==> config.mk <==
export PLATFORM = sky130hd
export DESIGN_NAME = mie_core
export DESIGN_NICKNAME = d
export VERILOG_FILES = /design/src/verilog/mie_pkg.sv /design/src/verilog/mie_core.sv /design/src/verilog/mie_exec_alu.sv
export SDC_FILE = /design/constraint.sdc
export NUM_CORES = 1
export LEC_CHECK = 0
export BUFFER_PORTS_ARGS = -buffer_cell sky130_fd_sc_hd__buf_2
export CELL_PAD_IN_SITES_DETAIL_PLACEMENT = 0
export CELL_PAD_IN_SITES_GLOBAL_PLACEMENT = 1
export CORE_MARGIN = 5
export CORE_UTILIZATION = 28
export DETAILED_ROUTE_END_ITERATION = 8
export PLACE_DENSITY = 0.55
export SYNTH_ARGS = -nofsm -noshare
export SYNTH_HDL_FRONTEND = slang
export SYNTH_HIERARCHICAL = 1
export SYNTH_SLANG_ARGS = --single-unit
==> constraint.sdc <==
create_clock -name aclk -period 4.1 [get_ports aclk]
set_input_delay 0.205 -clock aclk [delete_from_list [all_inputs] [get_ports aclk]]
set_output_delay 0.205 -clock aclk [all_outputs]
set_load 0.03 [all_outputs]
==> src/verilog/mie_pkg.sv <==
// mie_pkg: constants, opcodes, register map and states for the execution core.
// assumes: imported by mie_core and mie_exec_alu.
package mie_pkg;
  // axi4-lite register byte offsets
  localparam logic [7:0] MIE_REG_CTRL = 8'h00;
  localparam logic [7:0] MIE_REG_INSN = 8'h04;
  localparam logic [7:0] MIE_REG_STATUS = 8'h08;
  localparam logic [7:0] MIE_REG_ACC = 8'h0C;
  localparam logic [7:0] MIE_REG_PC = 8'h10;
  localparam logic [7:0] MIE_REG_WDT = 8'h14;
  localparam logic [7:0] MIE_REG_MEM = 8'h40;
  localparam int MIE_MEM_DEPTH = 16;
  localparam int MIE_MEM_AW = 4;
  localparam int MIE_STACK_DEPTH = 4;
  localparam logic [1:0] MIE_RESP_OKAY = 2'h0;
  localparam logic [1:0] MIE_RESP_SLVERR = 2'h2;
  // status bit positions
  localparam int MIE_ST_Z = 0;
  localparam int MIE_ST_C = 1;
  localparam int MIE_ST_AC = 2;
  localparam int MIE_ST_TO = 3;
  localparam int MIE_ST_PDF = 4;
  localparam int MIE_ST_EMI = 5;
  localparam int MIE_ST_HALT = 6;
  localparam int MIE_ST_BUSY = 7;
  localparam int MIE_ST_PRE1 = 8;
  localparam int MIE_ST_PRE2 = 9;
  // ctrl bits
  localparam int MIE_CT_WAKE = 0;
  localparam int MIE_CT_WDTTICK = 1;
  // instruction word fields: [19:16] opcode, [15:8] operand/addr, [7:0] immediate
  localparam int MIE_OP_HI = 19;
  localparam int MIE_OP_LO = 16;
  localparam int MIE_M_HI = 15;
  localparam int MIE_M_LO = 8;
  localparam int MIE_X_HI = 7;
  localparam int MIE_X_LO = 0;
  localparam logic [10:0] MIE_PC_RESET = 11'h000;
  localparam logic [7:0] MIE_PCL_ADDR = 8'h0F;
  localparam logic [7:0] MIE_BYTE_ZERO = 8'h00;
  localparam logic [3:0] MIE_BCD_ADJ = 4'h6;
  localparam logic [4:0] MIE_BCD_MAX = 5'h09;
  localparam logic [7:0] MIE_WDT_RESET = 8'h00;
  localparam logic [3:0] MIE_PRESC_MAX = 4'hF;
  localparam logic [2:0] MIE_CLKS_PER_CYC = 3'h4;
  typedef enum logic [4:0] {
    MIE_NOP, MIE_PRECLR1, MIE_PRECLR2, MIE_INV, MIE_INV_ACC, MIE_DAA,
    MIE_DEC, MIE_DEC_ACC, MIE_INC, MIE_INC_ACC, MIE_HALT, MIE_JMP,
    MIE_MOV_AM, MIE_MOV_AX, MIE_MOV_MA, MIE_OR_AM, MIE_OR_AX, MIE_OR_MA,
    MIE_RET, MIE_RET_AX, MIE_INTERRUPT_RETURN, MIE_RL, MIE_RL_ACC, MIE_BAD
  } mie_op_t;
  typedef enum logic [1:0] {MIE_S_IDLE, MIE_S_RUN, MIE_S_HALTED} mie_state_t;
endpackage : mie_pkg
==> src/verilog/mie_core.sv <==
// mie_core: executes one instruction word at a time from an axi4-lite register port.
// assumes: single 25 MHz clock, synchronous active-low reset, one bus master.
//
// Function
// [RULE1] both watchdog pre-clears done: counter zero, timeout and power-down flags cleared
// [RULE2] one pre-clear alone only records itself; counter and flags unchanged
// [RULE3] memory invert stores ones' complement in memory, updates zero flag only
// [RULE4] invert-to-acc writes complement to accumulator, memory untouched, zero flag only
// [RULE5] decimal adjust adds 6 per nibble when over 9 or carry set
// [RULE6] decimal adjust result goes to memory; only carry may change
// [RULE7] decrement to memory or accumulator, zero flag only
// [RULE8] increment to memory or accumulator, zero flag only
// [RULE9] halt advances pc, stops execution, keeps ram and registers
// [RULE10] halt clears watchdog and prescaler, sets power-down, clears timeout
// [RULE11] jump loads pc from instruction, flags untouched
// [RULE12] immediate move loads accumulator, flags untouched
// [RULE13] moves between accumulator and memory copy unchanged, flags untouched
// [RULE14] no-op only increments pc
// [RULE15] or into accumulator with memory or immediate, zero flag only
// [RULE16] or into memory with accumulator, zero flag only
// [RULE17] return pops pc, two instruction cycles, flags untouched
// [RULE18] return-with-value pops pc and loads accumulator with immediate
// [RULE19] interrupt return pops pc and sets global interrupt enable
// [RULE20] rotate left in memory, bit 7 to bit 0, flags untouched
// [RULE21] rotate left into accumulator, memory unchanged
// [RULE22] writing the low pc byte adds one instruction cycle of four clocks
// [RULE23] zero flag set when stored result is zero, else cleared
//
// Design decisions made here: register access over AXI4-Lite and the address map.
`timescale 1ns/10ps
module mie_core
  import mie_pkg::*;
(
  input wire logic aclk,
  input wire logic aresetn,
  input wire logic [7:0] s_axi_awaddr,
  input wire logic s_axi_awvalid,
  output logic s_axi_awready,
  input wire logic [31:0] s_axi_wdata,
  input wire logic [3:0] s_axi_wstrb,
  input wire logic s_axi_wvalid,
  output logic s_axi_wready,
  output logic [1:0] s_axi_bresp,
  output logic s_axi_bvalid,
  input wire logic s_axi_bready,
  input wire logic [7:0] s_axi_araddr,
  input wire logic s_axi_arvalid,
  output logic s_axi_arready,
  output logic [31:0] s_axi_rdata,
  output logic [1:0] s_axi_rresp,
  output logic s_axi_rvalid,
  input wire logic s_axi_rready,
  output logic sys_clk_en_q
);
  // ---------------------------------------------
  // state
  // ---------------------------------------------
  mie_state_t state_q;
  logic [7:0] acc_q;
  logic [10:0] pc_q;
  logic [10:0] stack_q [MIE_STACK_DEPTH];
  logic [1:0] sp_q;
  logic [7:0] mem_q [MIE_MEM_DEPTH];
  logic zero_q, carry_q, half_nibble_carry_q;
  logic timeout_flag_q, power_down_flag_q, global_irq_enable_q;
  logic pre1_q, pre2_q;
  logic [7:0] watchdog_counter_q;
  logic [3:0] presc_q;
  logic [19:0] insn_q;
  logic [2:0] clk_cnt_q;
  logic [1:0] cyc_left_q;
  mie_op_t op;
  logic [7:0] m_addr;
  logic [7:0] mem_rd;
  logic [7:0] alu_res;
  logic alu_to_acc, alu_to_mem, alu_upd_z, alu_c;
  logic exec_go;
  logic cyc_end;
  logic pcl_write;

  function automatic mie_op_t mie_decode(input logic [3:0] code, input logic [15:0] sub);
    case (code)
      4'h0: mie_decode = MIE_NOP;
      4'h1: mie_decode = (sub[0]) ? MIE_PRECLR2 : MIE_PRECLR1;
      4'h2: mie_decode = (sub[0]) ? MIE_INV_ACC : MIE_INV;
      4'h3: mie_decode = MIE_DAA;
      4'h4: mie_decode = (sub[0]) ? MIE_DEC_ACC : MIE_DEC;
      4'h5: mie_decode = (sub[0]) ? MIE_INC_ACC : MIE_INC;
      4'h6: mie_decode = MIE_HALT;
      4'h7: mie_decode = MIE_JMP;
      4'h8: mie_decode = MIE_MOV_AM;
      4'h9: mie_decode = MIE_MOV_AX;
      4'hA: mie_decode = MIE_MOV_MA;
      4'hB: mie_decode = (sub[0]) ? MIE_OR_AX : MIE_OR_AM;
      4'hC: mie_decode = MIE_OR_MA;
      4'hD: mie_decode = (sub[MIE_M_LO+1]) ? MIE_INTERRUPT_RETURN : ((sub[MIE_M_LO]) ? MIE_RET_AX : MIE_RET);
      4'hE: mie_decode = (sub[0]) ? MIE_RL_ACC : MIE_RL;
      default: mie_decode = MIE_BAD;
    endcase
  endfunction : mie_decode

  function automatic logic mie_is_ret(input mie_op_t o);
    mie_is_ret = (o == MIE_RET) || (o == MIE_RET_AX) || (o == MIE_INTERRUPT_RETURN);
  endfunction : mie_is_ret

  assign op = mie_decode(insn_q[MIE_OP_HI:MIE_OP_LO], insn_q[MIE_M_HI:MIE_X_LO]);
  assign m_addr = insn_q[MIE_M_HI:MIE_M_LO];
  assign mem_rd = mem_q[m_addr[MIE_MEM_AW-1:0]];
  assign cyc_end = (clk_cnt_q == MIE_CLKS_PER_CYC - 3'h1);
  assign exec_go = (state_q == MIE_S_RUN) && cyc_end && (cyc_left_q == 2'h0);
  assign pcl_write = alu_to_mem && (m_addr == MIE_PCL_ADDR);

  mie_exec_alu u_alu (
    .op(op),
    .acc(acc_q),
    .mem(mem_rd),
    .imm(insn_q[MIE_X_HI:MIE_X_LO]),
    .c_in(carry_q),
    .ac_in(half_nibble_carry_q),
    .result(alu_res),
    .to_acc(alu_to_acc),
    .to_mem(alu_to_mem),
    .upd_z(alu_upd_z),
    .c_out(alu_c)
  );

  // ---------------------------------------------
  // axi4-lite slave
  // ---------------------------------------------
  logic aw_hold_q, w_hold_q;
  logic [7:0] aw_addr_q;
  logic [31:0] w_data_q;
  logic [3:0] w_strb_q;
  logic wr_fire;
  logic insn_load;
  logic [31:0] rd_word;
  assign wr_fire = aw_hold_q && w_hold_q && !s_axi_bvalid;
  assign insn_load = wr_fire && (aw_addr_q == MIE_REG_INSN) && w_strb_q[0]
                     && (state_q == MIE_S_IDLE);

  always_ff @(posedge aclk) begin
    if (!aresetn) begin
      aw_hold_q <= 1'b0;
      w_hold_q <= 1'b0;
      aw_addr_q <= 8'h00;
      w_data_q <= 32'h0000_0000;
      w_strb_q <= 4'h0;
      s_axi_awready <= 1'b0;
      s_axi_wready <= 1'b0;
      s_axi_bvalid <= 1'b0;
      s_axi_bresp <= MIE_RESP_OKAY;
    end else begin
      s_axi_awready <= !aw_hold_q && !s_axi_awready;
      s_axi_wready <= !w_hold_q && !s_axi_wready;
      if (s_axi_awvalid && s_axi_awready) begin
        aw_hold_q <= 1'b1;
        aw_addr_q <= s_axi_awaddr;
        s_axi_awready <= 1'b0;
      end
      if (s_axi_wvalid && s_axi_wready) begin
        w_hold_q <= 1'b1;
        w_data_q <= s_axi_wdata;
        w_strb_q <= s_axi_wstrb;
        s_axi_wready <= 1'b0;
      end
      if (wr_fire) begin
        s_axi_bvalid <= 1'b1;
        s_axi_bresp <= (aw_addr_q == MIE_REG_CTRL || aw_addr_q == MIE_REG_INSN
                        || aw_addr_q[7:6] == MIE_REG_MEM[7:6])
                       ? MIE_RESP_OKAY : MIE_RESP_SLVERR;
        aw_hold_q <= 1'b0;
        w_hold_q <= 1'b0;
      end else if (s_axi_bvalid && s_axi_bready) begin
        s_axi_bvalid <= 1'b0;
      end
    end
  end

  always_comb begin
    rd_word = 32'h0000_0000;
    case (s_axi_araddr)
      MIE_REG_STATUS: begin
        rd_word[MIE_ST_Z] = zero_q;
        rd_word[MIE_ST_C] = carry_q;
        rd_word[MIE_ST_AC] = half_nibble_carry_q;
        rd_word[MIE_ST_TO] = timeout_flag_q;
        rd_word[MIE_ST_PDF] = power_down_flag_q;
        rd_word[MIE_ST_EMI] = global_irq_enable_q;
        rd_word[MIE_ST_HALT] = (state_q == MIE_S_HALTED);
        rd_word[MIE_ST_BUSY] = (state_q == MIE_S_RUN);
        rd_word[MIE_ST_PRE1] = pre1_q;
        rd_word[MIE_ST_PRE2] = pre2_q;
      end
      MIE_REG_INSN: rd_word = {12'h000, insn_q};
      MIE_REG_ACC: rd_word = {24'h00_0000, acc_q};
      MIE_REG_PC: rd_word = {21'h00_0000, pc_q};
      MIE_REG_WDT: rd_word = {20'h0_0000, presc_q, watchdog_counter_q};
      default: begin
        if (s_axi_araddr[7:6] == MIE_REG_MEM[7:6]) begin
          rd_word = {24'h00_0000, mem_q[s_axi_araddr[MIE_MEM_AW+1:2]]};
        end
      end
    endcase
  end

  always_ff @(posedge aclk) begin
    if (!aresetn) begin
      s_axi_arready <= 1'b0;
      s_axi_rvalid <= 1'b0;
      s_axi_rdata <= 32'h0000_0000;
      s_axi_rresp <= MIE_RESP_OKAY;
    end else begin
      s_axi_arready <= 1'b0;
      if (s_axi_rvalid) begin
        if (s_axi_rready) begin
          s_axi_rvalid <= 1'b0;
        end
      end else if (s_axi_arvalid && !s_axi_arready) begin
        s_axi_arready <= 1'b1;
        s_axi_rvalid <= 1'b1;
        s_axi_rdata <= rd_word;
        s_axi_rresp <= (s_axi_araddr <= MIE_REG_WDT && s_axi_araddr[1:0] == 2'h0
                        && s_axi_araddr != MIE_REG_CTRL)
                       || (s_axi_araddr[7:6] == MIE_REG_MEM[7:6])
                       ? MIE_RESP_OKAY : MIE_RESP_SLVERR;
      end
    end
  end

  // ---------------------------------------------
  // sequencer and instruction cycle timing
  // ---------------------------------------------
  always_ff @(posedge aclk) begin
    if (!aresetn) begin
      state_q <= MIE_S_IDLE;
      clk_cnt_q <= 3'h0;
      cyc_left_q <= 2'h0;
      insn_q <= 20'h0_0000;
      sys_clk_en_q <= 1'b1;
    end else begin
      case (state_q)
        MIE_S_IDLE: begin
          clk_cnt_q <= 3'h0;
          if (insn_load) begin
            insn_q <= w_data_q[19:0];
            state_q <= MIE_S_RUN;
          end
        end
        MIE_S_RUN: begin
          clk_cnt_q <= cyc_end ? 3'h0 : clk_cnt_q + 3'h1;
          if (cyc_end && cyc_left_q != 2'h0) begin
            cyc_left_q <= cyc_left_q - 2'h1;
            if (cyc_left_q == 2'h1) begin
              state_q <= MIE_S_IDLE;
            end
          end else if (exec_go) begin
            if (op == MIE_HALT) begin
              state_q <= MIE_S_HALTED; // RULE9
              sys_clk_en_q <= 1'b0; // RULE9
            end else if (mie_is_ret(op) || pcl_write) begin
              cyc_left_q <= 2'h1; // RULE17 RULE22
            end else begin
              state_q <= MIE_S_IDLE;
            end
          end
        end
        MIE_S_HALTED: begin
          clk_cnt_q <= 3'h0;
          if (wr_fire && aw_addr_q == MIE_REG_CTRL && w_data_q[MIE_CT_WAKE]) begin
            state_q <= MIE_S_IDLE;
            sys_clk_en_q <= 1'b1;
          end
        end
        default: state_q <= MIE_S_IDLE;
      endcase
    end
  end

  // ---------------------------------------------
  // program counter and return stack
  // ---------------------------------------------
  always_ff @(posedge aclk) begin
    if (!aresetn) begin
      pc_q <= MIE_PC_RESET;
      sp_q <= 2'h0;
      for (int i = 0; i < MIE_STACK_DEPTH; i++) begin
        stack_q[i] <= MIE_PC_RESET;
      end
    end else if (exec_go) begin
      if (op == MIE_JMP) begin
        pc_q <= insn_q[10:0]; // RULE11
      end else if (mie_is_ret(op)) begin
        pc_q <= stack_q[sp_q - 2'h1]; // RULE17 RULE18 RULE19
        sp_q <= sp_q - 2'h1;
      end else if (pcl_write) begin
        pc_q <= {pc_q[10:8], alu_res}; // RULE22
      end else begin
        pc_q <= pc_q + 11'h001; // RULE9 RULE14
      end
    end
  end

  // ---------------------------------------------
  // accumulator, data memory and alu flags
  // ---------------------------------------------
  always_ff @(posedge aclk) begin
    if (!aresetn) begin
      acc_q <= MIE_BYTE_ZERO;
      zero_q <= 1'b0;
      carry_q <= 1'b0;
      half_nibble_carry_q <= 1'b0;
      global_irq_enable_q <= 1'b0;
      for (int i = 0; i < MIE_MEM_DEPTH; i++) begin
        mem_q[i] <= MIE_BYTE_ZERO;
      end
    end else if (exec_go) begin
      if (alu_to_acc) begin
        acc_q <= alu_res; // RULE4 RULE12 RULE15 RULE18 RULE21
      end
      if (alu_to_mem) begin
        mem_q[m_addr[MIE_MEM_AW-1:0]] <= alu_res; // RULE3 RULE16 RULE20
      end
      if (alu_upd_z) begin
        zero_q <= (alu_res == MIE_BYTE_ZERO); // RULE23
      end
      carry_q <= alu_c; // RULE6
      if (op == MIE_INTERRUPT_RETURN) begin
        global_irq_enable_q <= 1'b1; // RULE19
      end
    end else if (state_q == MIE_S_IDLE && wr_fire && aw_addr_q[7:6] == MIE_REG_MEM[7:6]
                 && w_strb_q[0]) begin
      mem_q[aw_addr_q[MIE_MEM_AW+1:2]] <= w_data_q[7:0];
    end
  end

  // ---------------------------------------------
  // watchdog, pre-clear pair and power flags
  // ---------------------------------------------
  always_ff @(posedge aclk) begin
    if (!aresetn) begin
      watchdog_counter_q <= MIE_WDT_RESET;
      presc_q <= 4'h0;
      pre1_q <= 1'b0;
      pre2_q <= 1'b0;
      timeout_flag_q <= 1'b0;
      power_down_flag_q <= 1'b0;
    end else if (exec_go && op == MIE_HALT) begin
      watchdog_counter_q <= MIE_WDT_RESET; // RULE10
      presc_q <= 4'h0; // RULE10
      power_down_flag_q <= 1'b1; // RULE10
      timeout_flag_q <= 1'b0; // RULE10
    end else if (exec_go && ((op == MIE_PRECLR1 && pre2_q) || (op == MIE_PRECLR2 && pre1_q))) begin
      watchdog_counter_q <= MIE_WDT_RESET; // RULE1
      presc_q <= 4'h0;
      timeout_flag_q <= 1'b0; // RULE1
      power_down_flag_q <= 1'b0; // RULE1
      pre1_q <= 1'b0;
      pre2_q <= 1'b0;
    end else if (exec_go && op == MIE_PRECLR1) begin
      pre1_q <= 1'b1; // RULE2
    end else if (exec_go && op == MIE_PRECLR2) begin
      pre2_q <= 1'b1; // RULE2
    end else if (state_q != MIE_S_HALTED && wr_fire && aw_addr_q == MIE_REG_CTRL
                 && w_data_q[MIE_CT_WDTTICK]) begin
      presc_q <= presc_q + 4'h1;
      if (presc_q == MIE_PRESC_MAX) begin
        watchdog_counter_q <= watchdog_counter_q + 8'h01;
        if (watchdog_counter_q == 8'hFF) begin
          timeout_flag_q <= 1'b1;
        end
      end
    end
  end
endmodule : mie_core

==> src/verilog/mie_exec_alu.sv <==
// mie_exec_alu: combinational result and flag logic for one instruction.
// assumes: operands come from mie_core on the same clock.
`timescale 1ns/10ps
module mie_exec_alu
  import mie_pkg::*;
(
  input wire mie_op_t op,
  input wire logic [7:0] acc,
  input wire logic [7:0] mem,
  input wire logic [7:0] imm,
  input wire logic c_in,
  input wire logic ac_in,
  output logic [7:0] result,
  output logic to_acc,
  output logic to_mem,
  output logic upd_z,
  output logic c_out
);
  logic [4:0] lo_sum;
  logic [4:0] hi_sum;
  logic bcd_low_nibble_overflow;
  // ---------------------------------------------
  // result select
  // ---------------------------------------------
  always_comb begin
    result = acc;
    to_acc = 1'b0;
    to_mem = 1'b0;
    upd_z = 1'b0;
    c_out = c_in;
    lo_sum = {1'b0, acc[3:0]};
    hi_sum = {1'b0, acc[7:4]};
    bcd_low_nibble_overflow = 1'b0;
    case (op)
      MIE_INV: begin
        result = ~mem; // RULE3
        to_mem = 1'b1;
        upd_z = 1'b1;
      end
      MIE_INV_ACC: begin
        result = ~mem; // RULE4
        to_acc = 1'b1;
        upd_z = 1'b1;
      end
      MIE_DAA: begin
        if (({1'b0, acc[3:0]} > MIE_BCD_MAX) || ac_in) begin
          lo_sum = {1'b0, acc[3:0]} + {1'b0, MIE_BCD_ADJ}; // RULE5
          bcd_low_nibble_overflow = lo_sum[4];
        end
        hi_sum = {1'b0, acc[7:4]} + {4'h0, bcd_low_nibble_overflow};
        if ((hi_sum > MIE_BCD_MAX) || c_in) begin
          hi_sum = hi_sum + {1'b0, MIE_BCD_ADJ}; // RULE5
          c_out = 1'b1;
        end
        result = {hi_sum[3:0], lo_sum[3:0]};
        to_mem = 1'b1; // RULE6
      end
      MIE_DEC, MIE_DEC_ACC: begin
        result = mem - 8'h01; // RULE7
        to_mem = (op == MIE_DEC);
        to_acc = (op == MIE_DEC_ACC);
        upd_z = 1'b1;
      end
      MIE_INC, MIE_INC_ACC: begin
        result = mem + 8'h01; // RULE8
        to_mem = (op == MIE_INC);
        to_acc = (op == MIE_INC_ACC);
        upd_z = 1'b1;
      end
      MIE_MOV_AX, MIE_RET_AX: begin
        result = imm; // RULE12 RULE18
        to_acc = 1'b1;
      end
      MIE_MOV_AM: begin
        result = mem; // RULE13
        to_acc = 1'b1;
      end
      MIE_MOV_MA: begin
        result = acc; // RULE13
        to_mem = 1'b1;
      end
      MIE_OR_AM, MIE_OR_AX: begin
        result = acc | ((op == MIE_OR_AM) ? mem : imm); // RULE15
        to_acc = 1'b1;
        upd_z = 1'b1;
      end
      MIE_OR_MA: begin
        result = acc | mem; // RULE16
        to_mem = 1'b1;
        upd_z = 1'b1;
      end
      MIE_RL, MIE_RL_ACC: begin
        result = {mem[6:0], mem[7]}; // RULE20 RULE21
        to_mem = (op == MIE_RL);
        to_acc = (op == MIE_RL_ACC);
      end
      default: begin
        result = acc;
      end
    endcase
  end
endmodule : mie_exec_alu

==> run summary <==
status - finished clean
number of top-level design ports - 101
Synth Warn # - 6
number of vias per cell - 5.24
area of the core - 51400 um2
CTS tree - yes
CTS Root Cell - sky130_fd_sc_hd__clkbuf_16
clock tree sinks - 256
capture instance of the worst register-to-register path - mem_q[11][3]
RePlAce Congestion - 0.865
Synth Flop Type - sky130_fd_sc_hd__edfxtp_1
Rows - 83
endpoint of the worst setup timing path - mem_q[11][3]
FMAX - 251 MHz
total vias in the final route - 12300
final critical delay including setup and external delays - 3.99 ns
Post-Route Setup TNS - 0 ns
global-route wire length before repair - 75900 um
routed length per placed instance - 21.6 um
H-tree depth reported by CTS - 1
number of flops mapped to enable cells by yosys - 128
antenna diode instance count - 0
Die Width - 238 um
IO Port Bufs - 71
final layout net count - 1716
clock slew seen by the registers of the worst setup and hold paths - 0.06 ns
detailed placement HPWL - 37800 um
pin count of the biggest net entering global routing - 60
cell at the slowest stage of the critical path - sky130_fd_sc_hd__mux4_2
average cell area after synthesis - 9.82 um2
CP required - 4.42 ns
global route overflow - 0
pins over their slew limit - 0
part of the cycle the worst path needs - 97.3%
Clock Latency Late Sink - 0.58 ns
Critical Path Start Type - flop
via count of the first global-routing pass - 12000
number of max-cap violations - 0
worst reg2reg path depth - 13
headroom to the max-slew limit - 22.3%
Setup Viol. Count Final - 0
post-synthesis cell type count - 98
DRC violation count after routing - 0
clock tree buffer depth - 3
Non-Filler Cell Area, Final - 18000 um2
Vert. Die Dim - 238 um
total count of hold-check failures in the final report - 0
skew final - 0.0202 ns
DRT iter0 DRCs - 1096
leakage power - 0.00614 uW
total CTS buffers - 30
post-synth design cell area - 14500 um2
Layout area overhead - 23.7%
all-layer global routing usage - 17.3%
Syn Inst Count - 1479
biggest area contributors in the synthesized netlist - sky130_fd_sc_hd__edfxtp_1 26%, sky130_fd_sc_hd__dfxtp_1 18%, sky130_fd_sc_hd__mux4_2 11%
total of flip-flops plus latches after synthesis - 256
transition at the pin with the smallest max-transition slack - 1.15 ns
Starting Density - 28.3%
cell chain of the critical path - clkbuf_16 > mux4_2 > mux4_2 > ha_1 > a21o_1 > a21oi_1 > xnor2_1 > a221o_1 > a21oi_1 > o211ai_1 > mux2i_2 > buf_12 > nor2_1
Total Routed Length - 50600 um
fraction of synthesis flops using an asynchronous set or reset pin - 0%
total power density per cell area - 343 nW/um2
sequential element share of the synthesized area - 44.1%
portion of synthesized cell area occupied by the leading cell type - 26.5%
Peak supply drop - 0.293 mV
Synth area leader - sky130_fd_sc_hd__edfxtp_1
share of final-layout standard cells stronger than drive strength 1 - 23.6%
endpoint kind of the worst setup timing path - flop
Antenna Violating Nets Remaining - 0
1st-pass router iterations - 5
worst-case register-to-register setup slack - 0.11 ns
Crit Path Max Fanout - 16
Critical Path Max Stage Delay - 0.56 ns
area enclosed by the die boundary - 56500 um2
Arrival @ worst endpoint - 4.31 ns
Hold Path Class - primary input to flop
DP Area - 16300 um2
antenna violations before repair - 0
category of the critical setup timing path - flop to flop
[layer usage]
metal / vias to the layer above / global-route usage (%) / routed length (um)
met5: - / 0 / 0
met4: 0 / 5.46 / 1780
met3: 72 / 1.93 / 2490
met2: 341 / 28.3 / 23600
met1: 6080 / 24.0 / 22700
li1: 5784 / - / -
[kinds of logic (layout without fill, tap and decap cells)]
group | after synthesis | after routing | synth area share (%)
AO/OA/AOI/OAI | 320 | 320 | 14.7
XOR/XNOR | 19 | 19 | 1.20
adder cells (fa/ha/maj) | 20 | 20 | 1.73
buffers and inverters | 151 | 317 | 4.68
flip-flops | 256 | 256 | 44.1
multiplexers | 111 | 111 | 14.0
other | 1 | 20 | 0.0258
AND/OR/NAND/NOR | 601 | 601 | 19.6
[cells in the final DEF, fill, tap and decap left out, drive strengths merged, types with 16 or more instances in the layout]
master	count
o21ai	35
a21oi	124
dfxtp	128
a22oi	33
a31oi	17
conb	20
mux2i	27
dlygate4sd3	40
edfxtp	128
nand3	63
nor2	213
clkbuf	48
buf	193
nand2	181
nor3	38
inv	26
mux4	72
ha	16
[final cells by class]
cell class / count / area [um2]
clock buffers: 47 / 931
well taps: 680 / 851
repair buffers: 234 / 1880
multi-input cells: 1091 / 7640
inverters: 27 / 103
clock inverters: 9 / 159
flip-flops and latches: 256 / 6410
fillers: 5217 / 33400
[flip-flops by register name, summed over array words and instances (netlist names), 2 cells and up, named ones only]
| signal | flops |
|---|---|
| mem_q | 128 |
| pc_q | 11 |
| s_axi_rdata | 20 |
| watchdog_counter_q | 8 |
| cyc_left_q | 2 |
| presc_q | 4 |
| acc_q | 8 |
| aw_addr_q | 8 |
| insn_q | 20 |
| w_data_q | 20 |
| clk_cnt_q | 3 |
| state_q | 2 |
[critical path: cells and delay by family (launching register included)]
| family | cells | cell delay (ns) |
|---|---|---|
| multiplexers | 3 | 1.36 |
| AO/OA/AOI/OAI | 5 | 1.12 |
| flip-flops | 1 | 0.38 |
| buffers and inverters | 2 | 0.37 |
| adder cells (fa/ha/maj) | 1 | 0.33 |
| XOR/XNOR | 1 | 0.13 |
| AND/OR/NAND/NOR | 1 | 0.05 |
[cell usage after synthesis (all sizes together) (5+ instances only)]
| cell type | instances |
|---|---|
| nor2 | 213 |
| nand2 | 181 |
| dfxtp | 128 |
| edfxtp | 128 |
| a21oi | 124 |
| clkbuf | 77 |
| mux4 | 72 |
| nand3 | 63 |
| buf | 47 |
| nor3 | 38 |
| o21ai | 35 |
| a22oi | 33 |
| mux2i | 27 |
| inv | 26 |
| a31oi | 17 |
| ha | 16 |
| nor2b | 15 |
| xnor2 | 15 |
| mux2 | 12 |
| nand2b | 12 |
| nand4 | 12 |
| nor4 | 12 |
| and3 | 10 |
| and2 | 9 |
| o211ai | 9 |
| a211oi | 7 |
| o31a | 7 |
| o31ai | 7 |
| or3 | 7 |
| a221o | 6 |
| a22o | 6 |
| o22ai | 6 |
| a21o | 5 |
| a221oi | 5 |
| nor3b | 5 |
| o32ai | 5 |
| or4 | 5 |
[power breakdown]
part	total, uW	internal (uW)	switching [uW]
sequential	2800	2750	53.2
combinational	433	173	259
clock	2940	1810	1130
total	6170	4730	1440
[what timing repair did]
action,4_1_cts,5_1_grt
buffers inserted,0,3
setup endpoints to repair,29,81
resized for setup,2,18
cloned,0,1
hold endpoints to repair,32,0
hold buffers,40,0
pin swaps,0,4
[per-stage QoR]
step,total power (uW),instances,hold slack (ns),utilization (%),setup WS [ns]
4_1_cts,6230,2340,0.171,34.7,0.0170
2_1_floorplan,3110,1498,0.341,-,0.0165
5_1_grt,6380,2344,0.208,35.0,-0.0274
6_report,6170,2344,0.197,35.0,0.111
3_3_place_gp,3260,2244,0.444,31.8,-0.0365
3_5_place_dp,3260,2244,0.445,31.8,-0.0624
[worst min path at each step]
stage | endpoint | start | cells after the start
floorplan | w_data_q[10] | s_axi_wdata[10] | 2
global placement | s_axi_wready | w_hold_q | 1
detailed placement | aw_addr_q[1] | aw_addr_q[1] | 2
CTS | s_axi_rdata[7] | s_axi_araddr[4] | 3
global route | sys_clk_en_q | aresetn | 3
finish | s_axi_rdata[7] | s_axi_araddr[4] | 3
No activity file was read; power rests on OpenSTA's default activity.
